==> src/design/host_glue_consts.vh <==
// Constants for the DSP bus to printer port glue block
`ifndef HOST_GLUE_CONSTS_VH
`define HOST_GLUE_CONSTS_VH

// ----------------------------------------------------------------
// Register offsets (byte addresses on the Wishbone slave)
// ----------------------------------------------------------------
`define REG_CTRL 8'h00
`define REG_STATUS 8'h04
`define REG_IRQ_STAT 8'h08
`define REG_IRQ_EN 8'h0C
`define REG_IRQ_CLR 8'h10
`define REG_XFER_CNT 8'h14

// ----------------------------------------------------------------
// Control register fields
// ----------------------------------------------------------------
`define CTRL_BIDIR 0
`define CTRL_SOFT_RESET 1
`define CTRL_LED_LO 2
`define CTRL_LED_HI 3
`define CTRL_WIDTH 4
`define CTRL_RESET 4'h0

// ----------------------------------------------------------------
// Status register fields
// ----------------------------------------------------------------
`define STAT_STALLED 0
`define STAT_RELEASE 1
`define STAT_DISCONNECT 2
`define STAT_LAMP_MODE 3
`define STAT_STROBE 4
`define STAT_INIT 5
`define STAT_WIDTH 6

// ----------------------------------------------------------------
// Interrupt event bits
// ----------------------------------------------------------------
`define EV_HOST_REQUEST 0
`define EV_XFER_DONE 1
`define EV_HOST_RESET 2
`define EV_WIDTH 3

// ----------------------------------------------------------------
// DSP address decode
// ----------------------------------------------------------------
`define BANK_BOOT 4'h0
`define BANK_USER_MEM 4'hC
`define BANK_USER_IO 4'hE
`define BANK_HOST 4'hF
`define HOST_BASE 24'hFF_F000
`define HOST_TOP 24'hFF_FFFF

// ----------------------------------------------------------------
// Timing
// ----------------------------------------------------------------
`define CLK_PERIOD_NS 10
`define INT_PULSE_NS 40
`define INT_PULSE_CYCLES ((`INT_PULSE_NS + `CLK_PERIOD_NS - 1) / `CLK_PERIOD_NS)
`define SYNC_STAGES 2

`endif

==> src/design/host_printer_port_glue.v <==
// Glue between the DSP parallel bus and the host printer port
`timescale 1ns/1ns
`include "host_glue_consts.vh"

// Contract
// A DSP access is recognised from the bus strobe together with address lines 23 down to 20.
// While host disconnect is high the interrupt and ready pins are released (not driven).
// Five decode selects plus ready, interrupt and transceiver enable are provided.
// With demonstration select high the user I/O and boot selects drive a tri-colour lamp.
// Bytes pass between printer data lines and DSP data bus through a steered transceiver.
// In bidirectional mode both directions carry full bytes.
// In unidirectional mode host-to-DSP carries bytes and DSP-to-host carries nibbles on status lines.
// A host reset command restarts the DSP so it can bootload over the host link.
// A falling host byte strobe pulses the host request interrupt.
// An access to the host port asserts host acknowledge and holds ready high to stall the DSP.
// A rising host byte strobe during a stall drops ready so the DSP cycle completes.
// Addresses from the host base to the top of the map are host interface accesses.
// The host byte strobe passes two flip-flops before its edges are used.
module host_printer_port_glue #(
  parameter INT_PULSE = `INT_PULSE_CYCLES
) (
  input wire clk,
  input wire rst_n,
  input wire ce,
  // Wishbone slave
  input wire wb_cyc_i,
  input wire wb_stb_i,
  input wire wb_we_i,
  input wire [7:0] wb_adr_i,
  input wire [3:0] wb_sel_i,
  input wire [31:0] wb_dat_i,
  output reg [31:0] wb_dat_o,
  output reg wb_ack_o,
  output reg irq,
  // DSP parallel bus
  input wire dspStrobe_n,
  input wire dspRead,
  input wire [23:0] dspAddr,
  input wire [7:0] dspDataIn,
  output reg [7:0] dspDataOut,
  output reg dspDataOe,
  output reg readyOut,
  output reg readyOe,
  output reg host_request_interrupt_n,
  output reg hostRequestInterruptOe,
  output reg dspReset_n,
  // Decode selects and transceiver steering
  output reg user_io_read_select_n,
  output reg user_io_write_select_n,
  output reg userIoSelect_n,
  output reg userMemSelect_n,
  output reg bootSelect_n,
  output reg transceiverEnable_n,
  output reg transceiverToDsp,
  // Printer port side
  input wire host_byte_strobe,
  input wire hostInit_n,
  input wire hostDisconnect,
  input wire demonstration_select,
  input wire [7:0] lptDataIn,
  output reg [7:0] lptDataOut,
  output reg lptDataOe,
  output reg [3:0] statusNibble,
  output reg host_port_acknowledge_n
);

  // ----------------------------------------------------------------
  // Host access state machine
  // ----------------------------------------------------------------
  localparam ST_IDLE = 3'b001;
  localparam ST_STALL = 3'b010;
  localparam ST_RELEASE = 3'b100;

  reg [2:0] state;
  reg [2:0] next_state;
  reg [`CTRL_WIDTH-1:0] ctrl;
  reg [`EV_WIDTH-1:0] irqStat;
  reg [`EV_WIDTH-1:0] irqEn;
  reg [15:0] xferCount;
  reg [7:0] pulseCount;
  reg accessRead;

  wire [1:0] syncLevel;
  wire [1:0] syncRise;
  wire [1:0] syncFall;
  wire strobeLevel;
  wire strobeRise;
  wire strobeFall;
  wire initLevel;
  wire initRise;
  wire dspActive;
  wire hostHit;
  wire [3:0] bank;
  wire wbReq;
  wire wbWrite;
  wire [`EV_WIDTH-1:0] events;
  wire [`EV_WIDTH-1:0] clearMask;
  wire [`STAT_WIDTH-1:0] statusWord;

  // ----------------------------------------------------------------
  // Decode helpers
  // ----------------------------------------------------------------
  function isHostAddr;
    input [23:0] addr;
    begin
      isHostAddr = (addr >= `HOST_BASE) && (addr <= `HOST_TOP);
    end
  endfunction

  function [31:0] padWord;
    input [15:0] value;
    begin
      padWord = {16'h0000, value};
    end
  endfunction

  // ----------------------------------------------------------------
  // Synchronisers for host strobe and host init
  // ----------------------------------------------------------------
  edge_sync #(
    .WIDTH(2)
  ) u_sync (
    .clk(clk),
    .rst_n(rst_n),
    .ce(ce),
    .async({hostInit_n, host_byte_strobe}),
    .level(syncLevel),
    .rise(syncRise),
    .fall(syncFall)
  );

  assign strobeLevel = syncLevel[0];
  assign strobeRise = syncRise[0];
  assign strobeFall = syncFall[0];
  assign initLevel = syncLevel[1];
  assign initRise = syncRise[1];

  assign bank = dspAddr[23:20];
  assign dspActive = !dspStrobe_n;
  assign hostHit = dspActive && (bank == `BANK_HOST) && isHostAddr(dspAddr);

  // ----------------------------------------------------------------
  // Host access sequencing
  // ----------------------------------------------------------------
  always @* begin
    next_state = state;
    case (state)
      ST_IDLE: begin
        if (hostHit) begin
          next_state = ST_STALL;
        end
      end
      ST_STALL: begin
        if (strobeRise) begin
          next_state = ST_RELEASE;
        end else if (!dspActive) begin
          next_state = ST_IDLE;
        end
      end
      ST_RELEASE: begin
        // Wait for the DSP to end the cycle so one access gives one transfer
        if (!dspActive) begin
          next_state = ST_IDLE;
        end
      end
      default: begin
        next_state = ST_IDLE;
      end
    endcase
  end

  always @(posedge clk or negedge rst_n) begin
    if (!rst_n) begin
      state <= ST_IDLE;
      accessRead <= 1'b0;
    end else if (ce) begin
      if (!initLevel) begin
        // Host reset abandons any half-done handshake
        state <= ST_IDLE;
      end else begin
        state <= next_state;
      end
      if (state == ST_IDLE && hostHit) begin
        accessRead <= dspRead;
      end
    end
  end

  // ----------------------------------------------------------------
  // Ready, acknowledge and interrupt pins
  // ----------------------------------------------------------------
  always @(posedge clk or negedge rst_n) begin
    if (!rst_n) begin
      readyOut <= 1'b0;
      readyOe <= 1'b0;
      host_request_interrupt_n <= 1'b1;
      hostRequestInterruptOe <= 1'b0;
      host_port_acknowledge_n <= 1'b1;
      pulseCount <= 8'h00;
    end else if (ce) begin
      // Ready high holds the DSP in wait states
      readyOut <= (next_state == ST_STALL) && initLevel;
      host_port_acknowledge_n <= !((next_state == ST_STALL) && initLevel);
      readyOe <= !hostDisconnect;
      hostRequestInterruptOe <= !hostDisconnect;
      if (strobeFall) begin
        pulseCount <= INT_PULSE[7:0];
      end else if (pulseCount != 8'h00) begin
        pulseCount <= pulseCount - 8'h01;
      end
      host_request_interrupt_n <= !(strobeFall || pulseCount > 8'h01);
    end
  end

  // ----------------------------------------------------------------
  // Address decode outputs
  // ----------------------------------------------------------------
  always @(posedge clk or negedge rst_n) begin
    if (!rst_n) begin
      user_io_read_select_n <= 1'b1;
      user_io_write_select_n <= 1'b1;
      userIoSelect_n <= 1'b1;
      userMemSelect_n <= 1'b1;
      bootSelect_n <= 1'b1;
    end else if (ce) begin
      user_io_read_select_n <= !(dspActive && bank == `BANK_USER_IO && dspRead);
      user_io_write_select_n <= !(dspActive && bank == `BANK_USER_IO && !dspRead);
      userMemSelect_n <= !(dspActive && bank == `BANK_USER_MEM);
      if (demonstration_select) begin
        // Lamp colour comes from software; the two selects are not decoded
        userIoSelect_n <= !ctrl[`CTRL_LED_LO];
        bootSelect_n <= !ctrl[`CTRL_LED_HI];
      end else begin
        userIoSelect_n <= !(dspActive && bank == `BANK_USER_IO);
        bootSelect_n <= !(dspActive && bank == `BANK_BOOT);
      end
    end
  end

  // ----------------------------------------------------------------
  // Data path and transceiver steering
  // ----------------------------------------------------------------
  always @(posedge clk or negedge rst_n) begin
    if (!rst_n) begin
      transceiverEnable_n <= 1'b1;
      transceiverToDsp <= 1'b1;
      dspDataOut <= 8'h00;
      dspDataOe <= 1'b0;
      lptDataOut <= 8'h00;
      lptDataOe <= 1'b0;
      statusNibble <= 4'h0;
    end else if (ce) begin
      transceiverEnable_n <= (state == ST_IDLE);
      transceiverToDsp <= accessRead;
      if (state != ST_IDLE && accessRead) begin
        // Host to DSP is a full byte in either mode
        dspDataOut <= lptDataIn;
        dspDataOe <= 1'b1;
      end else begin
        dspDataOe <= 1'b0;
      end
      if (state != ST_IDLE && !accessRead) begin
        if (ctrl[`CTRL_BIDIR]) begin
          lptDataOut <= dspDataIn;
          lptDataOe <= 1'b1;
        end else begin
          // Unidirectional ports only read back a nibble on status lines
          statusNibble <= dspDataIn[3:0];
          lptDataOe <= 1'b0;
        end
      end else begin
        lptDataOe <= 1'b0;
      end
    end
  end

  // ----------------------------------------------------------------
  // DSP reset from host command
  // ----------------------------------------------------------------
  always @(posedge clk or negedge rst_n) begin
    if (!rst_n) begin
      dspReset_n <= 1'b0;
    end else if (ce) begin
      dspReset_n <= initLevel && !ctrl[`CTRL_SOFT_RESET];
    end
  end

  // ----------------------------------------------------------------
  // Wishbone register file
  // ----------------------------------------------------------------
  assign wbReq = wb_cyc_i && wb_stb_i && !wb_ack_o;
  assign wbWrite = wbReq && wb_we_i;
  assign events = {initRise, (state == ST_STALL) && strobeRise, strobeFall};
  assign clearMask = (wbWrite && wb_adr_i == `REG_IRQ_CLR && wb_sel_i[0]) ?
    wb_dat_i[`EV_WIDTH-1:0] : {`EV_WIDTH{1'b0}};
  assign statusWord = {!initLevel, strobeLevel, demonstration_select,
    hostDisconnect, state == ST_RELEASE, state == ST_STALL};

  always @(posedge clk or negedge rst_n) begin
    if (!rst_n) begin
      wb_ack_o <= 1'b0;
      wb_dat_o <= 32'h0000_0000;
      ctrl <= `CTRL_RESET;
      irqEn <= {`EV_WIDTH{1'b0}};
      irqStat <= {`EV_WIDTH{1'b0}};
      xferCount <= 16'h0000;
      irq <= 1'b0;
    end else if (ce) begin
      wb_ack_o <= wbReq;
      // A new event wins over a clear in the same cycle
      irqStat <= (irqStat & ~clearMask) | events;
      irq <= |(((irqStat & ~clearMask) | events) & irqEn);
      if (events[`EV_XFER_DONE]) begin
        xferCount <= xferCount + 16'h0001;
      end
      if (wbWrite && wb_sel_i[0]) begin
        case (wb_adr_i)
          `REG_CTRL: begin
            ctrl <= wb_dat_i[`CTRL_WIDTH-1:0];
          end
          `REG_IRQ_EN: begin
            irqEn <= wb_dat_i[`EV_WIDTH-1:0];
          end
          default: begin
          end
        endcase
      end
      if (wbReq && !wb_we_i) begin
        case (wb_adr_i)
          `REG_CTRL: begin
            wb_dat_o <= {{(32-`CTRL_WIDTH){1'b0}}, ctrl};
          end
          `REG_STATUS: begin
            wb_dat_o <= {{(32-`STAT_WIDTH){1'b0}}, statusWord};
          end
          `REG_IRQ_STAT: begin
            wb_dat_o <= {{(32-`EV_WIDTH){1'b0}}, irqStat};
          end
          `REG_IRQ_EN: begin
            wb_dat_o <= {{(32-`EV_WIDTH){1'b0}}, irqEn};
          end
          `REG_XFER_CNT: begin
            wb_dat_o <= padWord(xferCount);
          end
          default: begin
            wb_dat_o <= 32'h0000_0000;
          end
        endcase
      end else begin
        wb_dat_o <= 32'h0000_0000;
      end
    end
  end

endmodule // host_printer_port_glue

==> src/design/edge_sync.v <==
// Two-stage synchroniser with edge detection for slow external levels
`timescale 1ns/1ns
module edge_sync #(
  parameter WIDTH = 2
) (
  input wire clk,
  input wire rst_n,
  input wire ce,
  input wire [WIDTH-1:0] async,
  output reg [WIDTH-1:0] level,
  output reg [WIDTH-1:0] rise,
  output reg [WIDTH-1:0] fall
);

  reg [WIDTH-1:0] stage1;
  reg [WIDTH-1:0] stage2;

  // ----------------------------------------------------------------
  // Stage1 feeds stage2 only; edges are taken from stage2 onward
  // ----------------------------------------------------------------
  always @(posedge clk or negedge rst_n) begin
    if (!rst_n) begin
      stage1 <= {WIDTH{1'b1}};
      stage2 <= {WIDTH{1'b1}};
      level <= {WIDTH{1'b1}};
      rise <= {WIDTH{1'b0}};
      fall <= {WIDTH{1'b0}};
    end else if (ce) begin
      stage1 <= async;
      stage2 <= stage1;
      level <= stage2;
      rise <= stage2 & ~level;
      fall <= ~stage2 & level;
    end
  end

endmodule // edge_sync

==> config.mk <==
export PLATFORM = sky130hd
export DESIGN_NAME = host_printer_port_glue
export DESIGN_NICKNAME = d
export VERILOG_FILES = /design/src/design/host_printer_port_glue.v /design/src/design/edge_sync.v
export VERILOG_INCLUDE_DIRS = /design/src /design/src/design
export SDC_FILE = /design/constraint.sdc
export NUM_CORES = 1
export LEC_CHECK = 0
export BUFFER_PORTS_ARGS = -buffer_cell sky130_fd_sc_hd__buf_2
export CAP_MARGIN = 40
export CORE_MARGIN = 8
export CORE_UTILIZATION = 40
export DETAILED_ROUTE_END_ITERATION = 10
export GPL_ROUTABILITY_DRIVEN = 0
export PLACE_DENSITY = 0.73
export REMOVE_ABC_BUFFERS = 1
export SLEW_MARGIN = 0
export SYNTH_ARGS = -nofsm -noshare
export SYNTH_HDL_FRONTEND = slang
export SYNTH_SLANG_ARGS = --single-unit
==> constraint.sdc <==
create_clock -name clk -period 2 [get_ports clk]
set_clock_uncertainty 0.05 [all_clocks]
set_input_delay 0 -clock clk [delete_from_list [all_inputs] [get_ports clk]]
set_output_delay 0 -clock clk [all_outputs]
set_load 0.05 [all_outputs]
==> impl_metrics.csv, run 1 <==
group,metric,value,unit
setup_path,crit_family,"simple AND/OR/NAND/NOR gates",
global_routing,grt_max_degree,42,
setup_path,crit_buf_inv,0,
cts,clkLatencyLatePin,0.35,ns
pwr,p_per_area,822,nW/um^2
layout,diodes,0,
setup_path,timing.rr.start,"state[0]$_DFFE_PN1P_",
setup_path,cp.arrival,2.12,ns
cts,clk_pin_slew,0.07,ns
global_routing,grt_pass1_wl,19400,um
floorplanning,dieArea,15400,um^2
setup_path,cp_slowest_cell,"dfstp_2",
cts,cts_buffers,9,
floorplanning,die_w,124,um
detailed_routing,wl_met2,5360,um
timing,maxSlewHeadroom,0.567,
yosys,seq_area_frac_synth,0.536,
floorplanning,rows,39,
pwr,p_leak,2.94,nW
pwr,irDropWorstVdd,0.527,mV
yosys,netlist-cell-type-count,56,
layout,post-route-util,0.534,
timing,finalSetupTns,0,ns
cts,tritoncts,"done",
detailed_routing,wl_met1,5230,um
run,drv_cap,0,
floorplanning,ios,165,
setup_path,cp_max_fo,5,
setup_path,critPathLaunchType,"flop",
cts,cts_max_level,3,
setup_path,end_kind,"flop",
run_status,outcome,"finished clean",
timing,slew_viol_final,0,
timing,tightest_slew,0.645,ns
setup_path,required,2.19,ns
floorplanning,initial_core_util,0.410,
global_routing,grt_overflow,0,
layout,area_delta_synth_final,30.4,%
detailed_routing,antenna_left,0,
yosys,synth_ff_type,"dfrtp_1",
yosys,ys_warn_count,0,
detailed_routing,viasPerCell,5.29,
cts,cts_root_buf,"clkbuf_16",
yosys,synth_cells,398,
detailed_routing,drc_errors,0,
detailed_routing,routed_wl,11800,um
timing,finalSetupViolations,0,
timing,hold_viol,0,
layout,drive_above_1_share,0.366,
timing,rsz0062_at_grt,"false",
cts,cts_buffer_depth,2,
place,numPortBuffers,105,
yosys,synth_seq_cells,99,
layout,finalNonFillerCells,698,
timing,period_share,0.966,
detailed_routing,drt_iter0_drc,260,
global_routing,antenna_found_initial,0,
hold_path,hp-class,"input port to flop",
detailed_routing,wire_per_inst,16.8,um
setup_path,path_cells,"or3b_4 -> nor4_4 -> and3_4 -> mux2_4",
timing,fin_ws,0.0688,ns
yosys,synth-async-reset-ratio,1.00,
timing,fmax,518,MHz
cts,cts.sinks,99,
detailed_routing,dr_total_vias,3690,
yosys,synth_area,4660,um^2
yosys,syn-mean-instance-area,11.7,um^2
detailed_routing,dr.pass1.iters,4,
detailed_routing,dr_wl_met3,889,um
floorplanning,core_area,11400,um^2
place,dp_hpwl,8270,um
global_routing,grt.total_usage,0.160,
detailed_routing,highest_layer,"met4",
setup_path,slowest_delay,0.53,ns
yosys,synth_edf_count,0,
place,place_inst,644,
setup_path,path_class,"flop to flop",
setup_path,startpoint,"state[0]$_DFFE_PN1P_",
timing,fin_crit,1.93,ns
layout,num-nets-final,649,
hold_path,min_from,"dspStrobe_n",
global_routing,grt_pass1_vias,3953,
floorplanning,die_h,124,um
place,preCtsSetupSlack,0.0739,ns
[cell usage in the layout, fill, tap and decap left out, types with 9 or more instances in the layout]
cell type / instances
conb_1: 16
nand4_1: 10
buf_2: 104
dlygate4sd3_1: 38
mux2_2: 38
nand2_1: 20
a22o_1: 14
nor2_1: 15
nand3_1: 15
buf_4: 15
o2bb2ai_1: 14
xnor2_1: 10
inv_1: 17
clkbuf_16: 9
dfrtp_1: 83
dfstp_2: 16
o21ai_0: 19
[worst register-to-register path, stage by stage (launching register included)]
cell and delay [ns]:
dfstp_2 0.53, or3b_4 0.42, nor4_4 0.30, and3_4 0.23, mux2_4 0.29
[synth_stat cells (2+ instances only)]
| cell type | count | share of area |
|---|---|---|
| a31oi_1 | 3 | 0.0040 |
| a32oi_1 | 2 | 0.0038 |
| a41oi_1 | 3 | 0.0056 |
| mux2_2 | 38 | 0.092 |
| xor2_1 | 5 | 0.0094 |
| o2bb2ai_1 | 14 | 0.026 |
| and4_1 | 2 | 0.0038 |
| a21oi_1 | 8 | 0.0086 |
| a21o_1 | 5 | 0.0081 |
| nor4_4 | 2 | 0.0091 |
| nor4_1 | 5 | 0.0067 |
| dfstp_2 | 16 | 0.090 |
| clkbuf_1 | 8 | 0.0064 |
| mux2i_1 | 4 | 0.0086 |
| nor4_2 | 2 | 0.0054 |
| nand3b_1 | 4 | 0.0064 |
| or3b_2 | 2 | 0.0038 |
| nand4_1 | 10 | 0.013 |
| a22o_1 | 14 | 0.026 |
| o32ai_1 | 2 | 0.0038 |
| o21ai_0 | 19 | 0.020 |
| nand4b_1 | 2 | 0.0038 |
| dfrtp_1 | 83 | 0.45 |
| nand2_1 | 20 | 0.016 |
| buf_4 | 17 | 0.027 |
| inv_1 | 17 | 0.014 |
| a221oi_1 | 2 | 0.0038 |
| and3_1 | 6 | 0.0081 |
| buf_2 | 4 | 0.0043 |
| nor2_1 | 15 | 0.012 |
| ha_1 | 3 | 0.0081 |
| nor4b_2 | 2 | 0.0064 |
| xnor2_1 | 10 | 0.019 |
| buf_1 | 3 | 0.0024 |
| nand2b_1 | 4 | 0.0054 |
| nor3_1 | 8 | 0.0086 |
| nand3_1 | 15 | 0.016 |
[metrics by stage]
step,hold slack [ns],instance area (um^2),power (mW)
floorplan,-0.346,4530,2.77
global placement,-0.0401,5360,3.01
detailed placement,-0.0323,5360,3.04
CTS,0.0509,6070,5.01
global route,0.0879,6070,5.20
finish,0.0707,6070,4.99
[cells by family after synthesis]
family,share of synthesized area
buf+inv,0.0551
simple gates,0.143
compound gates,0.125
other cells,0.000805
xor+xnor,0.0282
mux,0.104
fa+ha+maj,0.00806
flops,0.536
[where the power goes]
part	switching (mW)	total (mW)	internal (mW)
sequential	0.179	2.33	2.15
clock	0.765	1.90	1.14
combinational	0.456	0.765	0.308
[path summary, 6_finish.rpt]
check,to,slack [ns],cells past startpoint
min in group asynchronous,u_sync.rise[0]$_DFFE_PN0P_,0.12,2
worst min register to register,dspDataOe$_DFFE_PN0P_,0.43,1
max in group asynchronous,host_request_interrupt_n$_DFFE_PN1P_,1.06,3
worst max-delay path,accessRead$_DFFE_PN0P_,0.07,4
worst max register to register,accessRead$_DFFE_PN0P_,0.07,4
worst min-delay path,state[2]$_DFFE_PN0P_,0.07,4
[area by class of cell]
type / count / area, um^2
fill: 1008 / 5300
multi-input combinational: 264 / 1970
timing repair buffer: 158 / 1030
clock inverter: 5 / 85.1
clock buffer: 11 / 243
inverter: 18 / 67.6
tap: 143 / 179
sequential: 99 / 2500
[what timing repair did]
action,CTS,global route
hold buffers,38,0
resized for setup,0,1
hold endpoints to repair,86,0
setup buffers,0,0
setup endpoints to repair,0,4
[metal layers]
layer / vias to the layer above / track usage
met3: 22 / 0.0394
met1: 1784 / 0.204
met5: - / 0
met2: 147 / 0.252
li1: 1737 / -
met4: 0 / 0.0773
[registers in the layout, indices dropped and copies added, names as in the netlist, 3 cells and up]
signal        cells
state             3
pulseCount        8
ctrl              4
irqEn             3
irqStat           3
wb_dat_o         16
statusNibble      4
lptDataOut        8
xferCount        16
dspDataOut        8
Power figures use the tool's default switching activity.
==> run 2: changes to the inputs <==
--- a/config.mk
+++ b/config.mk
@@ -8,5 +8,4 @@
 export LEC_CHECK = 0
 export BUFFER_PORTS_ARGS = -buffer_cell sky130_fd_sc_hd__buf_2
-export CAP_MARGIN = 40
 export CORE_MARGIN = 8
 export CORE_UTILIZATION = 40
==> constraint.sdc (replaced) <==
create_clock -name clk -period 2 [get_ports clk]
set_clock_uncertainty 0.05 [all_clocks]
set_input_delay 0.4 -clock clk [delete_from_list [all_inputs] [get_ports clk]]
set_output_delay 0.4 -clock clk [all_outputs]
set_load 0.05 [all_outputs]
==> run 2 against run 1 <==
Effect of this change: combinational power fell by 7.3%; clock power fell by 3%; cell area fell by 5.4%; via count fell by 3.8%; global-route usage fell by 1.4 points.
==> impl_metrics.csv, run 2 (synthesized netlist as in run 1, its figures left out) <==
group,metric,value,unit
floorplanning,dieArea,15400,um^2
setup_path,cp_max_fo,5,
run_status,outcome,"finished clean",
detailed_routing,viasPerCell,5.34,
layout,diodes,0,
pwr,p_leak,2.81,nW
timing,finalSetupTns,0,ns
cts,cts_root_buf,"clkbuf_16",
setup_path,cp_slowest_cell,"dfstp_2",
floorplanning,ios,165,
place,dp_hpwl,8340,um
cts,clkLatencyLatePin,0.33,ns
timing,slew_viol_final,0,
detailed_routing,highest_layer,"met4",
setup_path,required,2.17,ns
setup_path,crit_family,"simple AND/OR/NAND/NOR gates",
hold_path,min_to,"userMemSelect_n$_DFFE_PN1P_",
timing,fin_ws,0.0763,ns
timing,fmax,520,MHz
hold_path,min_from,"dspAddr[23]",
layout,num-nets-final,616,
setup_path,slowest_delay,0.52,ns
hold_path,hold_depth,2,
global_routing,grt_pass1_vias,3686,
setup_path,path_cells,"or3b_4 -> nor4_4 -> and3_4 -> mux2_4",
layout,final_cell_mix,"buf_2 (104), dfrtp_1 (83), mux2_2 (38)",
detailed_routing,antenna_left,0,
floorplanning,initial_core_util,0.410,
layout,final_common_cell,"buf_2",
cts,cts_buffers,9,
setup_path,cp.arrival,2.09,ns
setup_path,r2r_setup_slack,0.08,ns
place,preCtsSetupSlack,0.0790,ns
detailed_routing,dr_wl_met3,936,um
run,drv_cap,0,
detailed_routing,wl_met1,4850,um
floorplanning,rows,39,
setup_path,crit_buf_inv,0,
timing,finalSetupViolations,0,
detailed_routing,wl_met2,5190,um
setup_path,end_kind,"flop",
detailed_routing,wire_per_inst,16.8,um
place,numPortBuffers,105,
setup_path,critPathLaunchType,"flop",
layout,area_delta_synth_final,23.3,%
detailed_routing,routed_wl,11100,um
timing,maxSlewHeadroom,0.544,
floorplanning,die_h,124,um
global_routing,grt.total_usage,0.146,
floorplanning,die_w,124,um
setup_path,timing.rr.start,"state[0]$_DFFE_PN1P_",
layout,reg_top3,"wb_dat_o x16, xferCount x16",
cts,cts_buffer_depth,2,
cts,tritoncts,"done",
cts,cts_max_level,3,
global_routing,grt_pass1_wl,18100,um
timing,rsz0062_at_grt,"false",
setup_path,path_class,"flop to flop",
detailed_routing,drt_iter0_drc,221,
global_routing,grt_max_degree,32,
floorplanning,core_area,11400,um^2
setup_path,startpoint,"state[0]$_DFFE_PN1P_",
global_routing,antenna_found_initial,0,
timing,hold_viol,0,
layout,drive_above_1_share,0.398,
detailed_routing,dr_total_vias,3550,
cts,clk_pin_slew,0.07,ns
detailed_routing,dr.pass1.iters,4,
timing,fin_crit,1.92,ns
timing,tightest_slew,0.679,ns
pwr,p_per_area,849,nW/um^2
detailed_routing,drc_errors,0,
global_routing,grt_overflow,0,
setup_path,reg2reg_to,"accessRead$_DFFE_PN0P_",
pwr,irDropWorstVdd,0.416,mV
cts,cts.sinks,99,
timing,period_share,0.962,
setup_path,r2r_cells,4,
hold_path,hp-class,"input port to flop",
cts,postCtsSetupBuffers,0,
## run 2: cell types whose count changed in the layout (fill, tap and decap cells not counted), sizes merged
cell | previous run | this run
dlygate4sd3 | 38 | 1
buf | 120 | 124
clkbuf | 11 | 9
clkinv | 1 | 3
## run 2: repair_timing
action	4_1_cts	5_1_grt
endpoints found under the setup margin	0	1
gates resized for setup	0	1
endpoints found under the hold margin	23	0
hold buffers	1	0
## run 2: metrics by stage
stage	util	cells	cell area (um^2)	hold slack, ns	power [mW]
finish	0.505	665	5750	0.209	4.88
global placement	0.476	648	5410	0.319	3.02
global route	0.505	665	5750	0.221	5.09
detailed placement	0.476	648	5410	0.328	3.05
floorplan	-	381	4530	0.0544	2.77
CTS	0.505	665	5740	0.198	4.90
## run 2: per-layer routing
metal	global-route usage	vias up
met5	0	-
met4	0.0424	0
met3	0.0453	15
met2	0.229	124
met1	0.191	1742
li1	-	1669
## run 2: worst max-delay path by stage
stage / to / cells after the start / slack [ns]
after floorplan: wb_dat_o[10]$_DFFE_PN0P_ / 4 / 0.02
after global placement: irqEn[1]$_DFFE_PN0P_ / 6 / 0.07
after detailed placement: irqEn[1]$_DFFE_PN0P_ / 6 / 0.08
after CTS: accessRead$_DFFE_PN0P_ / 4 / 0.07
after global routing: accessRead$_DFFE_PN0P_ / 4 / 0.06
final: accessRead$_DFFE_PN0P_ / 4 / 0.08
## run 2: power by group
group	leakage, nW	internal (mW)	switching (mW)
logic	1.39	0.267	0.442
clock network	0.156	1.09	0.750
registers	1.27	2.15	0.176
total	2.81	3.51	1.37
## run 2: final cells by class
class	instances	area (um^2)
sequential	99	2500
tap	143	179
fill	1009	5620
multi-input combinational	264	1970
timing repair buffer	125	718
clock inverter	7	91.3
clock buffer	9	225
inverter	18	67.6
